**config.mk**
```make
export PLATFORM = sky130hd
export DESIGN_NAME = sas_sequencer
export DESIGN_NICKNAME = d
export VERILOG_FILES = /design/src/sas_pkg.sv /design/src/sas_bit_cell.sv /design/src/sas_sequencer.sv
export SDC_FILE = /design/constraint.sdc
export NUM_CORES = 1
export LEC_CHECK = 0
export BUFFER_PORTS_ARGS = -buffer_cell sky130_fd_sc_hd__buf_2
export CORE_UTILIZATION = 45
export DETAILED_ROUTE_END_ITERATION = 10
export PLACE_DENSITY = 0.76
export SLEW_MARGIN = 20
export SYNTH_ARGS = -nofsm -noshare
export SYNTH_HDL_FRONTEND = slang
export SYNTH_HIERARCHICAL = 1
export SYNTH_SLANG_ARGS = --single-unit
```
**constraint.sdc**
```tcl
create_clock -name i_ref_clk -period 1.5 [get_ports i_ref_clk]
set_input_delay 0.225 -clock i_ref_clk [delete_from_list [all_inputs] [get_ports i_ref_clk]]
set_output_delay 0.225 -clock i_ref_clk [all_outputs]
set_load 0.005 [all_outputs]
```
**src/sas_pkg.sv**
```systemverilog
// package for the successive approximation sequencer
package sas_pkg;
  // ==========================================
  // sizes and encodings
  localparam int SAS_BITS = 8;
  localparam logic [1:0] SAS_ST_IDLE = 2'h0;
  localparam logic [1:0] SAS_ST_TRIAL = 2'h1;
  localparam logic [1:0] SAS_ST_DONE = 2'h2;
  typedef enum logic [1:0]
  {
    SAS_IDLE = 2'b00,
    SAS_TRIAL = 2'b01,
    SAS_DONE = 2'b10
  } sas_state_t;
  // result and dac drive travel together
  typedef struct packed
  {
    logic [SAS_BITS-1:0] dac;
    logic [SAS_BITS-1:0] result;
  } sas_word_t;
  localparam logic [SAS_BITS-1:0] SAS_ZERO = 8'h00;
  localparam logic [SAS_BITS-1:0] SAS_MSB_ONE = 8'h80;
endpackage

```
**src/sas_bit_cell.sv**
```systemverilog
// one result latch of the sequencer
`timescale 1ns/10ps
module sas_bit_cell
  import sas_pkg::*;
(
  // clock and reset
  input wire logic i_ref_clk,
  input wire logic i_reset,
  input wire logic i_ce,
  // control
  input wire logic i_clear,
  input wire logic i_set,
  input wire logic i_decide,
  input wire logic i_comp_high,
  // state
  output logic o_bit
);
  logic next_bit;

  always_comb
  begin
    next_bit = o_bit;
    if (i_clear)
    begin
      next_bit = i_set;
    end
    else if (i_set)
    begin
      next_bit = 1'b1;
    end
    else if (i_decide && i_comp_high)
    begin
      // comparator high means the trial value overshoots the input
      next_bit = 1'b0;
    end
  end

  always_ff @(posedge i_ref_clk or posedge i_reset)
  begin
    if (i_reset)
    begin
      o_bit <= 1'b0;
    end
    else if (i_ce)
    begin
      o_bit <= next_bit;
    end
  end
endmodule

```
**src/sas_sequencer.sv**
```systemverilog
// successive approximation sequencer top
// Operation
// - an n-bit conversion takes n plus one clock cycles
// - first trial drives only the most significant dac bit
// - keep tried bit if input reaches or exceeds trial value, else clear it
// - start loads one into first trial stage, sets first latch, enables top bit
// - low comparator keeps latch at one, otherwise latch cleared before next trial
// - each clock with i_ce high advances the trial one by one stage until all tried
// - after last trial the done output goes high and stays high until the next start to flag a valid result
// - eight bits give eight trial periods plus one, nine clocks in all
// - decision comes from comparator polarity of input minus dac current drop
// - at start clear all latches but msb, which is set, load trial register with one in its top stage
// - conversion begins when start is sampled high on a rising edge while no conversion is running
`timescale 1ns/10ps
module sas_sequencer
  import sas_pkg::*;
#(
  parameter int N_BITS = SAS_BITS
)
(
  // clock and reset
  input wire logic i_ref_clk,
  input wire logic i_reset,
  input wire logic i_ce,
  // control
  input wire logic i_start,
  input wire logic i_comp_high,
  // converter side
  output logic [N_BITS-1:0] o_dac_bits,
  output logic [N_BITS-1:0] o_result,
  output logic o_done,
  output logic o_busy
);
  // ==========================================
  // trial shift register and sequencing
  sas_state_t state;
  sas_state_t next_state;
  logic [N_BITS-1:0] trial;
  logic [N_BITS-1:0] next_trial;
  logic next_done;
  logic [N_BITS-1:0] latch_q;
  logic start_now;
  logic [N_BITS-1:0] trial_onehot_start;

  assign trial_onehot_start = {1'b1, {(N_BITS-1){1'b0}}};
  assign start_now = i_start && (state != SAS_TRIAL);

  always_comb
  begin
    next_state = state;
    next_trial = trial;
    next_done = o_done;
    case (state)
      SAS_IDLE, SAS_DONE:
      begin
        if (start_now)
        begin
          next_state = SAS_TRIAL;
          next_trial = trial_onehot_start;
          next_done = 1'b0;
        end
      end
      SAS_TRIAL:
      begin
        next_trial = trial >> 1;
        if (trial[0])
        begin
          // last trial, no extra cycle: the last decision is taken and done raised on this edge
          next_state = SAS_DONE;
          next_done = 1'b1;
        end
      end
      default:
      begin
        next_state = SAS_IDLE;
        next_trial = '0;
      end
    endcase
  end

  always_ff @(posedge i_ref_clk or posedge i_reset)
  begin
    if (i_reset)
    begin
      state <= SAS_IDLE;
      trial <= '0;
      o_done <= 1'b0;
      o_busy <= 1'b0;
    end
    else if (i_ce)
    begin
      state <= next_state;
      trial <= next_trial;
      o_done <= next_done;
      o_busy <= (next_state == SAS_TRIAL);
    end
  end

  // ==========================================
  // result latches, one per bit
  // latch k is set when its trial begins and judged when the trial leaves it
  genvar g;
  generate
    for (g = 0; g < N_BITS; g++)
    begin : g_cell
      logic set_here;
      if (g == N_BITS-1)
      begin : g_top
        assign set_here = start_now;
      end
      else
      begin : g_low
        assign set_here = (state == SAS_TRIAL) && trial[g+1];
      end
      sas_bit_cell u_cell (
        .i_ref_clk(i_ref_clk),
        .i_reset(i_reset),
        .i_ce(i_ce),
        .i_clear(start_now),
        .i_set(set_here),
        .i_decide((state == SAS_TRIAL) && trial[g]),
        .i_comp_high(i_comp_high),
        .o_bit(latch_q[g])
      );
    end
  endgenerate

  // the dac is driven by the latch flops themselves: a registered copy would lag
  // one cycle and the comparator would then judge the previous trial value
  assign o_dac_bits = latch_q;

  // registered result
  always_ff @(posedge i_ref_clk or posedge i_reset)
  begin
    if (i_reset)
    begin
      o_result <= '0;
    end
    else if (i_ce)
    begin
      // result only refreshes on completion so it holds while done is high
      if (next_state == SAS_DONE && state == SAS_TRIAL)
      begin
        o_result <= {latch_q[N_BITS-1:1], latch_q[0] & ~i_comp_high};
      end
    end
  end

  // ==========================================
  // checks
  property p_start_msb;
    @(posedge i_ref_clk) disable iff (i_reset)
      (i_ce && start_now) |=> o_dac_bits == trial_onehot_start;
  endproperty
  a_start_msb: assert property (p_start_msb) else $error("msb not alone after start");

  property p_nine_cycles;
    @(posedge i_ref_clk) disable iff (i_reset)
      (start_now && i_ce) ##1 (i_ce [*8]) |=> o_done;
  endproperty
  a_nine_cycles: assert property (p_nine_cycles) else $error("done not on time");

  property p_shift;
    @(posedge i_ref_clk) disable iff (i_reset)
      (state == SAS_TRIAL && i_ce && !trial[0]) |=> $onehot(trial);
  endproperty
  a_shift: assert property (p_shift) else $error("trial not one-hot");

  property p_hold;
    @(posedge i_ref_clk) disable iff (i_reset)
      (o_done && !start_now) |=> $stable(o_result);
  endproperty
  a_hold: assert property (p_hold) else $error("result moved while done");

  property p_done_clear;
    @(posedge i_ref_clk) disable iff (i_reset)
      (start_now && i_ce) |=> !o_done && o_busy;
  endproperty
  a_done_clear: assert property (p_done_clear) else $error("done not cleared");

  property p_clear_low;
    @(posedge i_ref_clk) disable iff (i_reset)
      (state == SAS_TRIAL && i_ce && trial[N_BITS-1] && i_comp_high) |=> !latch_q[N_BITS-1];
  endproperty
  a_clear_low: assert property (p_clear_low) else $error("msb kept on high comp");

  property p_keep;
    @(posedge i_ref_clk) disable iff (i_reset)
      (state == SAS_TRIAL && i_ce && trial[N_BITS-1] && !i_comp_high) |=> latch_q[N_BITS-1];
  endproperty
  a_keep: assert property (p_keep) else $error("msb lost on low comp");

  property p_begin;
    @(posedge i_ref_clk) disable iff (i_reset)
      (i_start && state != SAS_TRIAL && i_ce) |=> state == SAS_TRIAL;
  endproperty
  a_begin: assert property (p_begin) else $error("start ignored");

  property p_refuse;
    @(posedge i_ref_clk) disable iff (i_reset)
      (state == SAS_TRIAL && i_ce && i_start && !trial[0]) |=> trial == ($past(trial) >> 1);
  endproperty
  a_refuse: assert property (p_refuse) else $error("start taken while busy");

  property p_decide;
    @(posedge i_ref_clk) disable iff (i_reset)
      (state == SAS_TRIAL && i_ce && !trial[0])
        |=> (|(latch_q & $past(trial))) == !$past(i_comp_high);
  endproperty
  a_decide: assert property (p_decide) else $error("tried bit judged wrongly");

  property p_last;
    @(posedge i_ref_clk) disable iff (i_reset)
      (state == SAS_TRIAL && i_ce && trial[0])
        |=> o_done && o_result[0] == !$past(i_comp_high);
  endproperty
  a_last: assert property (p_last) else $error("last bit or done wrong");

  property p_exclusive;
    @(posedge i_ref_clk) disable iff (i_reset)
      !(o_busy && o_done);
  endproperty
  a_exclusive: assert property (p_exclusive) else $error("busy and done together");

  c_conv: cover property (@(posedge i_ref_clk) disable iff (i_reset) start_now ##9 o_done);
  c_all_one: cover property (@(posedge i_ref_clk) disable iff (i_reset)
    o_done && (&o_result));
  c_back: cover property (@(posedge i_ref_clk) disable iff (i_reset) o_done && i_start);
  c_refused: cover property (@(posedge i_ref_clk) disable iff (i_reset) o_busy && i_start);
endmodule

```
Word level (Yosys, flattened, before mapping). Index checks and enable logic that the tools add are counted.

Bits of input ports: 5. Bits in registers: 28. Logic and storage cells: 93.

Mux-type cells: 31. Reductions and logical operators: 40. Bitwise logic cells: 2. Eq/ne operators: 7.

Operator list (count): $mux 1 (25); $reduce_bool 3->1 (7); $reduce_and 2->1 (10); $logic_and 1x1->1 (18); $pmux 8 s2 (1); $mux 8 (1); $eq 2x1->1 const B (2); $eq 2x2->1 const B (2); $mux 2 (2); $ne 2x1->1 const B (2); $pmux 2 s2 (1); $reduce_and 4->1 (1); $reduce_bool 2->1 (2); $logic_not 2->1 (1); $ne 2x2->1 const B (1); $pmux 1 s2 (1); $reduce_or 2->1 (1); $and 1x1->1 (1); $not 1->1 (1).

Longest topological paths before layout.
Word-level depth: 7. Depth in mapped cells: 5. Depth with buffers taken out: 4.

Cells and area by module. Netlist, hierarchy kept.

Modules (own cells, without submodules): sas_sequencer (area an instance 928.4 sq um, cells each 66, instances 1); sas_bit_cell (area an instance 52.6 sq um, cells each 5, instances 8).

Worst setup path before layout. OpenSTA, ideal clock, no wires.

Path type: flip-flop to flip-flop. From: register state[0]. To: register g_cell[0].u_cell.o_bit. Arrival time: 1.328 ns. Period minus slack after synthesis: 1.446 ns. Stages on the path, launching flop included: 6. Data required time: 1.382 ns. Path buffers: 1. Setup slack: 0.054 ns. Cells stage by stage: dfrtp_1 > buf_2 > and2b_1 > nor2b_1 > a21oi_1 > a21o_1.

RTL lines: start, declared (RTL line sas_sequencer.sv:36) `sas_state_t state;`; start signal, assigned (RTL line sas_sequencer.sv:92) `state <= next_state;`; $ne 2x1->1 (*) (RTL line sas_sequencer.sv:46) `assign start_now = i_start && (state != SAS_TRIAL);`; $logic_and 1x1->1 (*) (RTL line sas_sequencer.sv:46); via g_cell[7].set_here (RTL line sas_sequencer.sv:106) `logic set_here;`; $reduce_bool 3->1 (no source line); $reduce_and 2->1 (no source line); end signal, assigned (RTL line sas_bit_cell.sv:46) `o_bit <= next_bit;`; end, declared (RTL line sas_bit_cell.sv:16) `output logic o_bit`.

The timed path passes the listed nets; every way through them passes the cells marked *. A chain may end at the register's enable or synchronous reset.

Final worst setup path.
From: register state[0]. To: register g_cell[1].u_cell.o_bit.

RTL lines: $eq 2x1->1 (*) (RTL line sas_sequencer.sv:113) `assign set_here = (state == SAS_TRIAL) && trial[g+1];`; $logic_and 1x1->1 (*) (RTL line sas_sequencer.sv:113); via g_cell[1].set_here (RTL line sas_sequencer.sv:106); $reduce_bool 3->1 (no source line) / $mux 1 (equally long branches); $reduce_and 2->1 (no source line) / $mux 1 (equally long branches); end signal, assigned (RTL line sas_bit_cell.sv:46); end, declared (RTL line sas_bit_cell.sv:16).

Marked as above.

==> summary.md <==
| Metric | Value |
|---|---|
| Status | `finished, violations left` |
| Failing checks | `design-rule violations` |
| Register Area | `701 um^2` |
| Top Ports | `23` |
| Initial Util | `48.1%` |
| Die area | `3220 um^2` |
| CP arrival | `1.59 ns` |
| Post-synthesis simple-gate area fraction | `10.9%` |
| Synth top area cells | `dfrtp_1, mux2_4, mux2_1` |
| EDFF count, synth | `0` |
| Core Area | `between 2000 and 3000 um^2` |
| First-pass GRT wire length | `between 4 and 5 mm` |
| Period utilization | `91.1%` |
| GRT Residual Overflow | `0` |
| Clock root cell | `clkbuf_4` |
| Synth unique cells | `24` |
| Antenna violations before repair | `0` |
| Asr flop ratio synth | `100%` |
| RePlAce Congestion | `roughly 0.77` |
| Yosys warnings | `6` |
| CTS tree | `yes` |
| Clock transition at path regs | `0.14 ns` |
| Fraction of the mapped netlist area in adder cells | `0%` |
| Fillers | `249` |
| Routed vias | `870` |
| Number of port buffers | `22` |
| XOR/XNOR Fraction of Synth Area | `0%` |
| Rows | `19` |
| Skew final | `0.00298 ns` |
| Final min period | `1.37 ns` |
| Post-synthesis mux area share | `21.2%` |
| Post-Place Setup Slack | `0.153 ns` |
| Sequential area share after synthesis | `51.9%` |
| CP max stage delay | `0.43 ns` |
| Crit path launch type | `flip-flop` |
| Drt first pass iters | `7` |
| Routed WL | `between 2 and 3 mm` |
| CTS Sinks | `28` |
| Die span in x | `roughly 57 um` |
| DR iter-0 viols | `13` |
| Residual DRC | `4` |
| Top cell type's share of synthesized area | `a little over 50%` |
| Gr usage total | `19.0%` |
| Area grow syn2layout | `16.1%` |
| DRT antenna net count | `0` |
| Post-CTS Setup Bufs | `0` |
| CTS buffer count | `3` |
| Register bit total from synthesis | `28` |
| WP buf/inv | `1` |
| Final worst setup slack | `0.133 ns` |
| Worst EP required | `1.73 ns` |
| Slew @ Worst Pin | `roughly 0.48 ns` |
| Deepest clock path buffer count | `2` |
| Post-Syn Area | `around 1300 um^2` |
| Post-DP HPWL | `1.90 mm` |
| Slew Viols, Final | `0` |
| Hold Path Class | `in2reg` |
| Synth Instances | `106` |
| Synth area leader | `dfrtp_1` |
| Synthesized Nets | `111` |
| Commonest cells post-synth | `dfrtp_1, inv_1, a21oi_1, a21o_1` |
| Most common cell in the netlist | `dfrtp_1` |
| CP cell instances | `buf_4 > and3b_2 > mux2_1 > a21o_1` |
| Max-Cap Viols | `0` |
| Largest net degree at the start of global routing | `15` |
| Synth Area per Inst | `between 10 and 15 um^2` |
| Post-route setup TNS | `0 ns` |
| H-tree depth | `1` |
| Pleak | `0.793 nW` |
| Compound-Gate Fraction of Synth Area | `10.9%` |
| Final Hold Viols | `0` |
| Max_slew headroom | `between 60% and 70%` |
| Vias/cell | `5.24` |
| Crit path max-delay family | `flip-flops` |
| CP endpoint kind | `flip-flop` |
| Largest family of logic cells by synthesized area | `multiplexers` |
| FMAX | `0.732 GHz` |
| Via count of the first global-routing pass | `just under 1000` |
| Pwr Density | `between 1500 and 2000 nW/um^2` |
| # diodes | `0` |
| Worst skew pair latency | `around 0.32 ns` |
| Routed length per instance | `16.0 um` |
| Chip Height | `roughly 57 um` |
| RSZ-0062 raised after global routing | `no` |
| Final #Nets | `142` |
| Share of cells above drive strength 1 | `around two fifths` |
| WS Path Type | `reg2reg` |
| Max VDD drop | `roughly 0.92 mV` |
| Multi-input gate area | `about 580 um^2` |
| Critical path fanouts, max | `8` |
| Final setup viols | `0` |
| PostCTS Resize Cnt | `0` |
| Crit path max-delay cell type | `dfrtp_1` |
| Post-synth top flop | `dfrtp_1` |
[registers in the layout, summed over array words and instances (netlist names)]
name and flops:
o_busy 1, g_cell.u_cell/o_bit 8, o_done 1, state 2, trial 8, o_result 8
[stage by stage]
| step | power, mW | hold slack [ns] | std cells | area (um^2) | util, % |
|---|---|---|---|---|---|
| floorplan | 1.95 | -0.0463 | 106 | 1350 | - |
| detailed placement | 2.37 | 0.146 | 162 | 1530 | 54.7 |
| CTS | 2.69 | 0.195 | 166 | 1570 | 55.8 |
| global placement | 2.32 | 0.140 | 162 | 1530 | 54.7 |
| global route | 2.85 | 0.217 | 166 | 1570 | 55.8 |
| finish | 2.66 | 0.216 | 166 | 1570 | 55.8 |
[cell families (layout without fill, tap and decap cells)]
logic type | count (synthesis) | in the layout
simple gates | 16 | 16
compound gates | 24 | 24
flops | 28 | 28
buf+inv | 15 | 44
mux | 23 | 23
[layer usage]
layer / wire, um / track usage, %
met5: 0 / 0
met4: 16 / 6.97
met3: 78 / 3.00
met1: 1240 / 25.2
met2: 1310 / 31.5
[cell usage in the layout, fill, tap and decap left out, types with 2 or more instances in the layout]
cell and instances:
a21o_1 9, a21oi_1 10, and3b_1 2, and3b_2 6
buf_2 22, buf_4 6, clkbuf_4 3, dfrtp_1 28
inv_1 11, mux2_1 8, mux2_2 8, mux2_4 7
nor2b_1 2, o21ai_0 2
[worst min-delay path, delay by kind of cell]
kind,cells,cell delay [ns]
AOI/OAI and AO/OA,1,0.08
buffers and inverters,1,0.13
and+or+nand+nor,1,0.08
[final cells by class]
cell class / instances / area share [%]
Tap cell: 31 / 2.48
Clock buffer: 3 / 1.44
Sequential cell: 28 / 44.7
Timing Repair Buffer: 30 / 11.8
Inverter: 11 / 2.64
Multi-Input combinational cell: 63 / 36.9
[worst paths after layout]
kind	startpoint	to	slack, ns	depth (start not counted)
hold / removal	i_start	o_busy	0.22	3
setup / recovery	state[0]	g_cell[1].u_cell/o_bit	0.13	4
hold reg to reg	o_result[5]	o_result[5]	0.52	1
setup reg to reg	state[0]	g_cell[1].u_cell/o_bit	0.13	4
min in group asynchronous	i_reset	g_cell[1].u_cell/o_bit	0.34	3
max in group asynchronous	i_reset	state[0]	0.55	4
[what timing repair did]
action,4_1_cts,5_1_grt
setup endpoints to repair,0,0
endpoints found under the hold margin,17,0
hold buffers,1,0
[report_power, final]
part | internal (mW) | leakage, nW | switching [mW] | total (mW)
Sequential | 1.05 | 0.339 | 0.191 | 1.24
Combinational | 0.650 | 0.440 | 0.465 | 1.12
Clock | 0.0940 | 0.0138 | 0.208 | 0.302
Total | 1.79 | 0.793 | 0.865 | 2.66
(Power assumes the default switching activity.)
